--- src/verilog/dbg_pkg.sv ---
// package of offsets, field positions and reset values for the dual bank gpio port
package dbg_pkg;
    // ****************************************
    // register offsets (16-bit address port)
    // ****************************************
    localparam logic [15:0] DBG_CTRL_OFS     = 16'hc006;
    localparam logic [15:0] DBG_B0_OUT_OFS   = 16'hc01e;
    localparam logic [15:0] DBG_B0_IN_OFS    = 16'hc020;
    localparam logic [15:0] DBG_B0_DIR_OFS   = 16'hc022;
    localparam logic [15:0] DBG_B1_OUT_OFS   = 16'hc024;
    localparam logic [15:0] DBG_B1_IN_OFS    = 16'hc026;
    localparam logic [15:0] DBG_B1_DIR_OFS   = 16'hc028;
    localparam logic [15:0] DBG_IRQ_STAT_OFS = 16'hc030;
    localparam logic [15:0] DBG_IRQ_MASK_OFS = 16'hc032;
    localparam logic [15:0] DBG_CPU_IEN_OFS  = 16'hc034;

    // ****************************************
    // field positions and masks
    // ****************************************
    localparam int          DBG_CTRL_IEN_BIT = 0;
    localparam int          DBG_CTRL_POL_BIT = 1;
    localparam int          DBG_CTRL_WP_BIT  = 15;
    localparam int          DBG_MODE_LSB     = 8;
    localparam logic [15:0] DBG_CTRL_LO_MASK = 16'h00a3;
    localparam logic [15:0] DBG_CTRL_HI_MASK = 16'h8f00;
    localparam logic [15:0] DBG_B1_MASK      = 16'he1f8;
    localparam int          DBG_IRQ_PIN_BIT  = 8;
    localparam logic [2:0]  DBG_MODE_GPIO    = 3'h0;
    localparam logic [2:0]  DBG_MODE_HOST    = 3'h5;
    localparam logic [15:0] DBG_B1_MODE_MASK = 16'h01f8;
    localparam int          DBG_EV_EDGE_BIT  = 0;
    localparam int          DBG_EV_IN_BIT    = 1;
    localparam logic [15:0] DBG_EV_MASK      = 16'h0003;

    // ****************************************
    // reset values
    // ****************************************
    localparam logic [15:0] DBG_REG_RST      = 16'h0000;
endpackage : dbg_pkg

--- src/verilog/dbg_edge_det.sv ---
// edge detector with selectable polarity
`timescale 1ns/10ps
module dbg_edge_det
    import dbg_pkg::*;
(
    input  wire logic ref_clk_i,
    input  wire logic rst_b_i,
    input  wire logic level_i,
    input  wire logic rise_sel_i,
    output logic      edge_o
);
    logic prev_reg;

    always_ff @(posedge ref_clk_i or negedge rst_b_i) begin
        if (!rst_b_i) begin
            prev_reg <= 1'b0;
        end else begin
            prev_reg <= level_i;
        end
    end

    // rise when selected, else fall
    assign edge_o = rise_sel_i ? (level_i & ~prev_reg) : (~level_i & prev_reg);
endmodule : dbg_edge_det

--- src/verilog/dbg_pin_bank.sv ---
// one bank of pin registers: output data, direction, pin sampling
`timescale 1ns/10ps
module dbg_pin_bank
    import dbg_pkg::*;
#(
    parameter logic [15:0] IMPL_MASK = 16'hffff,
    parameter logic [15:0] MODE_MASK = 16'hffff
) (
    input  wire logic        ref_clk_i,
    input  wire logic        rst_b_i,
    input  wire logic        wr_out_i,
    input  wire logic        wr_dir_i,
    input  wire logic [15:0] wdata_i,
    input  wire logic [15:0] pin_i,
    input  wire logic        gpio_en_i,
    output logic      [15:0] out_data_o,
    output logic      [15:0] dir_o,
    output logic      [15:0] in_data_o,
    output logic      [15:0] pin_o,
    output logic      [15:0] pin_oe_o
);
    logic [15:0] out_reg;
    logic [15:0] dir_reg;
    logic [15:0] in_reg;
    logic [15:0] pin_reg;
    logic [15:0] oe_reg;

    always_ff @(posedge ref_clk_i or negedge rst_b_i) begin
        if (!rst_b_i) begin
            out_reg <= DBG_REG_RST;
        end else if (wr_out_i) begin
            out_reg <= wdata_i & IMPL_MASK;
        end
    end

    always_ff @(posedge ref_clk_i or negedge rst_b_i) begin
        if (!rst_b_i) begin
            dir_reg <= DBG_REG_RST;
        end else if (wr_dir_i) begin
            dir_reg <= wdata_i & IMPL_MASK;
        end
    end

    // input level sampled every cycle, no write path
    always_ff @(posedge ref_clk_i or negedge rst_b_i) begin
        if (!rst_b_i) begin
            in_reg <= DBG_REG_RST;
        end else begin
            in_reg <= pin_i & IMPL_MASK;
        end
    end

    // pin drivers registered so outputs come from flops
    always_ff @(posedge ref_clk_i or negedge rst_b_i) begin
        if (!rst_b_i) begin
            pin_reg <= DBG_REG_RST;
            oe_reg  <= DBG_REG_RST;
        end else begin
            pin_reg <= wr_out_i ? (wdata_i & IMPL_MASK) : out_reg;
            // pins owned by another mode keep their driver released
            oe_reg  <= (wr_dir_i ? (wdata_i & IMPL_MASK) : dir_reg)
                       & (gpio_en_i ? 16'hffff : ~MODE_MASK);
        end
    end

    assign out_data_o = out_reg;
    assign dir_o      = dir_reg;
    assign in_data_o  = in_reg;
    assign pin_o      = pin_reg;
    assign pin_oe_o   = oe_reg;
endmodule : dbg_pin_bank

--- src/verilog/dbg_gpio_port.sv ---
// top of the dual bank gpio port with register port and pin interrupt
// How it works
// - pin interrupt passes only when control bit 0 and cpu enable are both set
// - bank 0 bits 15..0; bank 1 bits 15..13, 8, 7..3 implemented
// - output data reads back the last written value
// - output data bit drives pin high for one, low for zero
// - input data registers show pin levels, writes ignored
// - direction one makes pin output in mode 000 (in other modes only bank 1 bits 15..13), zero releases the driver
// - polarity bit picks rising edge when one, falling when zero
// - mode field 10..8: 000 general purpose, 101 host port interface
// - write protect bit freezes control bits 15 and 11..8 until reset
//
// Design decision made here: the plain strobed port.
`timescale 1ns/10ps
module dbg_gpio_port
    import dbg_pkg::*;
(
    input  wire logic        ref_clk_i,
    input  wire logic        rst_b_i,
    input  wire logic [15:0] addr_i,
    input  wire logic [15:0] wdata_i,
    input  wire logic        wr_i,
    input  wire logic        rd_i,
    output logic      [15:0] rdata_o,
    input  wire logic [15:0] bank0_pin_i,
    output logic      [15:0] bank0_pin_o,
    output logic      [15:0] bank0_pin_oe_o,
    input  wire logic [15:0] bank1_pin_i,
    output logic      [15:0] bank1_pin_o,
    output logic      [15:0] bank1_pin_oe_o,
    output logic      [2:0]  mode_o,
    output logic             host_port_interface_sel_o,
    output logic             external_pin_interrupt_o,
    output logic             irq_o
);
    // ****************************************
    // decode
    // ****************************************
    logic wr_ctrl;
    logic wr_b0_out;
    logic wr_b0_dir;
    logic wr_b1_out;
    logic wr_b1_dir;
    logic wr_mask;
    logic wr_cpu_ien;
    logic rd_stat;
    logic gpio_mode;

    assign wr_ctrl    = wr_i && (addr_i == DBG_CTRL_OFS);
    assign wr_b0_out  = wr_i && (addr_i == DBG_B0_OUT_OFS);
    assign wr_b0_dir  = wr_i && (addr_i == DBG_B0_DIR_OFS);
    assign wr_b1_out  = wr_i && (addr_i == DBG_B1_OUT_OFS);
    assign wr_b1_dir  = wr_i && (addr_i == DBG_B1_DIR_OFS);
    assign wr_mask    = wr_i && (addr_i == DBG_IRQ_MASK_OFS);
    assign wr_cpu_ien = wr_i && (addr_i == DBG_CPU_IEN_OFS);
    assign rd_stat    = rd_i && (addr_i == DBG_IRQ_STAT_OFS);

    // ****************************************
    // control register
    // ****************************************
    logic [15:0] ctrl_reg;
    logic [15:0] ctrl_next;
    logic        cpu_ien_reg;

    always_comb begin
        ctrl_next = ctrl_reg;
        if (wr_ctrl) begin
            ctrl_next = (ctrl_reg & ~DBG_CTRL_LO_MASK) | (wdata_i & DBG_CTRL_LO_MASK);
            if (!ctrl_reg[DBG_CTRL_WP_BIT]) begin
                ctrl_next = (ctrl_next & ~DBG_CTRL_HI_MASK) | (wdata_i & DBG_CTRL_HI_MASK);
            end
        end
    end

    always_ff @(posedge ref_clk_i or negedge rst_b_i) begin
        if (!rst_b_i) begin
            ctrl_reg <= DBG_REG_RST;
        end else begin
            ctrl_reg <= ctrl_next;
        end
    end

    // gpio enable bit of the processor interrupt enable register
    always_ff @(posedge ref_clk_i or negedge rst_b_i) begin
        if (!rst_b_i) begin
            cpu_ien_reg <= 1'b0;
        end else if (wr_cpu_ien) begin
            cpu_ien_reg <= wdata_i[0];
        end
    end

    // mode field steers pin ownership
    assign gpio_mode = (ctrl_reg[DBG_MODE_LSB +: 3] == DBG_MODE_GPIO);

    always_ff @(posedge ref_clk_i or negedge rst_b_i) begin
        if (!rst_b_i) begin
            mode_o                    <= DBG_MODE_GPIO;
            host_port_interface_sel_o <= 1'b0;
        end else begin
            mode_o                    <= ctrl_reg[DBG_MODE_LSB +: 3];
            host_port_interface_sel_o <= (ctrl_reg[DBG_MODE_LSB +: 3] == DBG_MODE_HOST);
        end
    end

    // ****************************************
    // pin banks
    // ****************************************
    logic [15:0] b0_out;
    logic [15:0] b0_dir;
    logic [15:0] b0_in;
    logic [15:0] b1_out;
    logic [15:0] b1_dir;
    logic [15:0] b1_in;

    dbg_pin_bank #(
        .IMPL_MASK (16'hffff),
        .MODE_MASK (16'hffff)
    ) u_bank0 (
        .ref_clk_i  (ref_clk_i),
        .rst_b_i    (rst_b_i),
        .wr_out_i   (wr_b0_out),
        .wr_dir_i   (wr_b0_dir),
        .wdata_i    (wdata_i),
        .pin_i      (bank0_pin_i),
        .gpio_en_i  (gpio_mode),
        .out_data_o (b0_out),
        .dir_o      (b0_dir),
        .in_data_o  (b0_in),
        .pin_o      (bank0_pin_o),
        .pin_oe_o   (bank0_pin_oe_o)
    );

    dbg_pin_bank #(
        .IMPL_MASK (DBG_B1_MASK),
        .MODE_MASK (DBG_B1_MODE_MASK)
    ) u_bank1 (
        .ref_clk_i  (ref_clk_i),
        .rst_b_i    (rst_b_i),
        .wr_out_i   (wr_b1_out),
        .wr_dir_i   (wr_b1_dir),
        .wdata_i    (wdata_i),
        .pin_i      (bank1_pin_i),
        .gpio_en_i  (gpio_mode),
        .out_data_o (b1_out),
        .dir_o      (b1_dir),
        .in_data_o  (b1_in),
        .pin_o      (bank1_pin_o),
        .pin_oe_o   (bank1_pin_oe_o)
    );

    // ****************************************
    // pin interrupt
    // ****************************************
    logic pin_edge;
    logic ev_edge;

    dbg_edge_det u_edge (
        .ref_clk_i  (ref_clk_i),
        .rst_b_i    (rst_b_i),
        .level_i    (b1_in[DBG_IRQ_PIN_BIT]),
        .rise_sel_i (ctrl_reg[DBG_CTRL_POL_BIT]),
        .edge_o     (pin_edge)
    );

    assign ev_edge = pin_edge && ctrl_reg[DBG_CTRL_IEN_BIT] && cpu_ien_reg;

    always_ff @(posedge ref_clk_i or negedge rst_b_i) begin
        if (!rst_b_i) begin
            external_pin_interrupt_o <= 1'b0;
        end else begin
            external_pin_interrupt_o <= ev_edge;
        end
    end

    // ****************************************
    // status and mask
    // ****************************************
    logic [15:0] stat_reg;
    logic [15:0] mask_reg;
    logic [15:0] ev_set;

    always_comb begin
        ev_set                  = 16'h0000;
        ev_set[DBG_EV_EDGE_BIT] = ev_edge;
        ev_set[DBG_EV_IN_BIT]   = (b0_in != bank0_pin_i) || (b1_in != (bank1_pin_i & DBG_B1_MASK));
    end

    // set wins over clear-on-read
    always_ff @(posedge ref_clk_i or negedge rst_b_i) begin
        if (!rst_b_i) begin
            stat_reg <= DBG_REG_RST;
        end else begin
            stat_reg <= (rd_stat ? 16'h0000 : stat_reg) | ev_set;
        end
    end

    always_ff @(posedge ref_clk_i or negedge rst_b_i) begin
        if (!rst_b_i) begin
            mask_reg <= DBG_REG_RST;
        end else if (wr_mask) begin
            mask_reg <= wdata_i & DBG_EV_MASK;
        end
    end

    always_ff @(posedge ref_clk_i or negedge rst_b_i) begin
        if (!rst_b_i) begin
            irq_o <= 1'b0;
        end else begin
            irq_o <= |(((rd_stat ? 16'h0000 : stat_reg) | ev_set) & mask_reg);
        end
    end

    // ****************************************
    // read port
    // ****************************************
    logic [15:0] rd_mux;

    always_comb begin
        unique case (addr_i)
            DBG_CTRL_OFS:     rd_mux = ctrl_reg;
            DBG_B0_OUT_OFS:   rd_mux = b0_out;
            DBG_B0_IN_OFS:    rd_mux = b0_in;
            DBG_B0_DIR_OFS:   rd_mux = b0_dir;
            DBG_B1_OUT_OFS:   rd_mux = b1_out;
            DBG_B1_IN_OFS:    rd_mux = b1_in;
            DBG_B1_DIR_OFS:   rd_mux = b1_dir;
            DBG_IRQ_STAT_OFS: rd_mux = stat_reg;
            DBG_IRQ_MASK_OFS: rd_mux = mask_reg;
            DBG_CPU_IEN_OFS:  rd_mux = {15'h0000, cpu_ien_reg};
            default:          rd_mux = 16'h0000;
        endcase
    end

    always_ff @(posedge ref_clk_i or negedge rst_b_i) begin
        if (!rst_b_i) begin
            rdata_o <= 16'h0000;
        end else if (rd_i) begin
            rdata_o <= rd_mux;
        end else begin
            rdata_o <= 16'h0000;
        end
    end
endmodule : dbg_gpio_port

--- config.mk ---
export PLATFORM = sky130hd
export DESIGN_NAME = dbg_gpio_port
export DESIGN_NICKNAME = d
export VERILOG_FILES = /design/src/verilog/dbg_pkg.sv /design/src/verilog/dbg_edge_det.sv /design/src/verilog/dbg_pin_bank.sv /design/src/verilog/dbg_gpio_port.sv
export SDC_FILE = /design/constraint.sdc
export NUM_CORES = 1
export LEC_CHECK = 0
export ABC_AREA = 0
export BUFFER_PORTS_ARGS = -buffer_cell sky130_fd_sc_hd__buf_2
export CAP_MARGIN = 20
export CORE_MARGIN = 2
export CORE_UTILIZATION = 35
export DETAILED_ROUTE_END_ITERATION = 7
export HOLD_SLACK_MARGIN = 0.08
export PLACE_DENSITY = 0.65
export SLEW_MARGIN = 20
export SYNTH_ARGS = -nofsm -noshare
export SYNTH_HDL_FRONTEND = slang
export SYNTH_HIERARCHICAL = 1
export SYNTH_SLANG_ARGS = --single-unit
--- constraint.sdc ---
create_clock -name ref_clk_i -period 1.85 [get_ports ref_clk_i]
set_input_delay 0.4625 -clock ref_clk_i [delete_from_list [all_inputs] [get_ports ref_clk_i]]
set_output_delay 0.4625 -clock ref_clk_i [all_outputs]
set_load 0.05 [all_outputs]
==> results.yml <==
clock_tree:
  cts_buffers: 17
  insertion_delay_ns: 0.42
  cts_tree: "built"
  clkTransAtPathRegs_ns: 0.06
  clockBufferDepth: 2
  cts-root-buf: "clkbuf_16"
  cts_max_level: 4
  cts_sinks: 134
global_route:
  grt_max_degree: 36
  antenna_found_initial: 0
  grt_usage_pct: 21.4
  first_global_vias: 4974
  grt_pass1_wl_microns: 29100
  grt_overflow_total: 0
synth:
  synth_adder_area_share_pct: 0.160
  syn_area_per_cell_sq_um: 12.9
  netlist_instances: 484
  synthXorXnorAreaFrac_pct: 3.51
  synth_top_area_cell: "dfrtp_1"
  yosysSeqAreaShare_pct: 53.7
  ys_async_sr_fraction_pct: 100
  yosysWarnings: 6
  synth_top_family_by_area: "multiplexers"
  yosysUniqueCellTypes: 55
  synthesis.area_sq_um: 6240
  synth_simple_gate_area_share_pct: 11.2
  netlist.area_leader.share_pct: 53.7
  ys_seq_elements: 134
  ys_top_cells_by_area: "dfrtp_1 (54%), mux2_2 (8.1%), buf_4 (7.9%)"
  synth-compound-area-share_pct: 8.62
  synth_mux_area_share_pct: 12.4
  synth_edf_count: 0
  synth_flop_cell: "dfrtp_1"
hold_path:
  hold_depth: 1
  hp-class: "input pin to flop"
  min_from: "bank0_pin_i[5]"
  min_to: "u_bank0/in_data_o[5]$_DFF_PN0_"
layout:
  n_fill_cell: 1511
  fin_cells: 918
  nNetsFinal: 749
  drive_above_1_share_pct: 54.7
  num_antenna_cells: 0
  syn2layout_area_growth_pct: 38.0
  final_util_pct: 49.6
critical_path:
  worstPathArrival_ns: 2.32
  rrSetupSlack_ns: 0.20
  timing.rr.end: "irq_o$_DFF_PN0_"
  crit_path_max_fanout: 5
  worst_setup_path_start_kind: "input pin"
  crit_type: "input pin to flop"
  r2r_start: "u_bank1/in_data_o[8]$_DFF_PN0_"
  critPathLaunch: "addr_i[10]"
  worstSetupEndpointType: "flop"
  cp.required_ns: 2.16
  r2r_cells: 5
detailed_routing:
  firstDrtPassIters: 7
  drt_wl_total_microns: 19400
  wl_per_cell_microns: 21.1
  via_per_inst: 5.12
  dr.first_iter.drc_count: 411
  vias: 4703
  drc: 0
  drtAntennaViolNets: 0
power:
  p_leak_uw: 0.00421
  powerDensity_nw_per_um2: 787
  vdd_ir_drop_max_mv: 0.597
  total_power_uw: 6780
timing:
  slew_headroom_pct: 56.3
  hold_viol_final: 0
  max_freq_mhz: 498
  fin_ws_ns: -0.156
  rsz0062_at_grt: "true"
  finalMaxSlewViolations: 0
  fin_crit_sh_pct: 108
  setup_tns_ns: -6.45
  post-route-min-period_ns: 2.01
  setup_viol: 84
  finClkSkew_ns: 0.00730
  tightestPinTransition_ns: 0.656
place:
  io_buffers: 132
  dp.cells: 855
  place.gp.congestion: 0.866
  dp_hpwl_microns: 13400
run_status:
  status: "complete, but fails checks"
  violations: "setup timing"
floorplan:
  start_util_pct: 36.0
  num_rows: 48
  core-area_sq_um: 17400
  io_pins: 154
  chipWidth_microns: 138
  die-area_sq_um: 18900
  die_h_microns: 138
run:
  max-cap-violations: 0
worst max path at each step:
stage,end,slack (ns),depth (start not counted)
final,u_bank1/pin_oe_o[5]$_DFF_PN0_,-0.16,8
after global routing,mask_reg[0]$_DFFE_PN0P_,-0.19,8
after CTS,rdata_o[1]$_DFF_PN0_,-0.16,7
after detailed placement,rdata_o[1]$_DFF_PN0_,-0.69,6
after global placement,rdata_o[1]$_DFF_PN0_,-0.64,6
after floorplan,u_bank0/pin_oe_o[6]$_DFF_PN0_,-0.73,10
cell usage after synthesis (2+ instances only):
| master | number |
|---|---|
| buf_4 | 66 |
| buf_6 | 7 |
| nor4b_1 | 2 |
| nand3b_1 | 2 |
| xnor2_1 | 25 |
| clkbuf_1 | 2 |
| o21ai_0 | 5 |
| mux2i_1 | 3 |
| buf_2 | 7 |
| mux2_2 | 45 |
| or2_2 | 4 |
| and2_1 | 25 |
| and3b_1 | 2 |
| nor4_4 | 3 |
| a22oi_1 | 21 |
| nor2_1 | 7 |
| a32oi_1 | 2 |
| or3_1 | 2 |
| nand3_1 | 4 |
| nand4_1 | 7 |
| nand2b_1 | 5 |
| nand2_1 | 13 |
| a222oi_1 | 16 |
| dfrtp_1 | 134 |
| and2_4 | 2 |
| nor3_1 | 9 |
| nor4_1 | 6 |
| a21oi_1 | 3 |
| a31oi_1 | 13 |
| mux2_4 | 16 |
| and3_1 | 2 |
layout make-up:
| type | instances | area [sq um] | share of cell area, % |
|---|---|---|---|
| repair buffers | 226 | 1600 | 18.6 |
| flip-flops and latches | 134 | 3350 | 38.9 |
| clock inverters | 11 | 126 | 1.47 |
| clock buffers | 20 | 457 | 5.30 |
| well taps | 225 | 282 | 3.27 |
| multi-input cells | 301 | 2790 | 32.4 |
| inverters | 1 | 3.75 | 0.0436 |
critical path: stages:
cell	delay, ns
buf_6	0.09
or4_4	0.54
buf_4	0.17
nor4_4	0.19
and2_4	0.25
buf_12	0.14
mux2_4	0.31
and2_1	0.16
per-stage QoR:
step	instance area [sq um]	hold WS, ns	setup slack [ns]
floorplan	6650	0.167	-0.728
global placement	7500	0.427	-0.640
detailed placement	7500	0.433	-0.687
CTS	8460	0.157	-0.164
global route	8610	0.164	-0.188
finish	8610	0.169	-0.156
power breakdown:
part	switching (uW)	internal [uW]	leakage, uW
clock	1260	2050	0.000286
combinational	297	182	0.00212
sequential	26.0	2960	0.00181
layout by cell type (no fill, tap or decap), types with 5 or more instances in the layout:
cell       instances
nor2_1             6
clkbuf_16         17
buf_4             71
mux2_2             9
a31oi_1           11
nor3_1             7
nor4_4             6
xnor2_1           25
dfrtp_1          134
mux2_4            52
and2_1             5
nand4_1            7
a22oi_1           21
conb_1            35
buf_6             14
buf_12            12
and2_4            23
buf_2            127
nand2_1           10
a222oi_1          16
layer usage:
metal | global-route usage [%] | vias to the layer above | wire length, microns
li1 | - | 2072 | -
met1 | 27.8 | 2383 | 8310
met2 | 35.4 | 218 | 9480
met3 | 3.94 | 30 | 1150
met4 | 8.25 | 0 | 461
met5 | 0 | - | 0
kinds of logic after synthesis:
logic type                 Yosys count
DFF                                134
and+or+nand+nor                    105
buffers and inverters               85
AOI/OAI and AO/OA                   69
muxes                               64
xor gates and xnor gates            25
adders and majority gates            1
other                                1
timing repair:
item,CTS,global route
hold buffers,1,0
gates cloned,3,0
gates resized for setup,41,16
setup buffers,20,8
hold endpoints to repair,25,0
setup endpoints to repair,84,101
pin swaps,21,10
No activity file was read; power rests on OpenSTA's default activity.
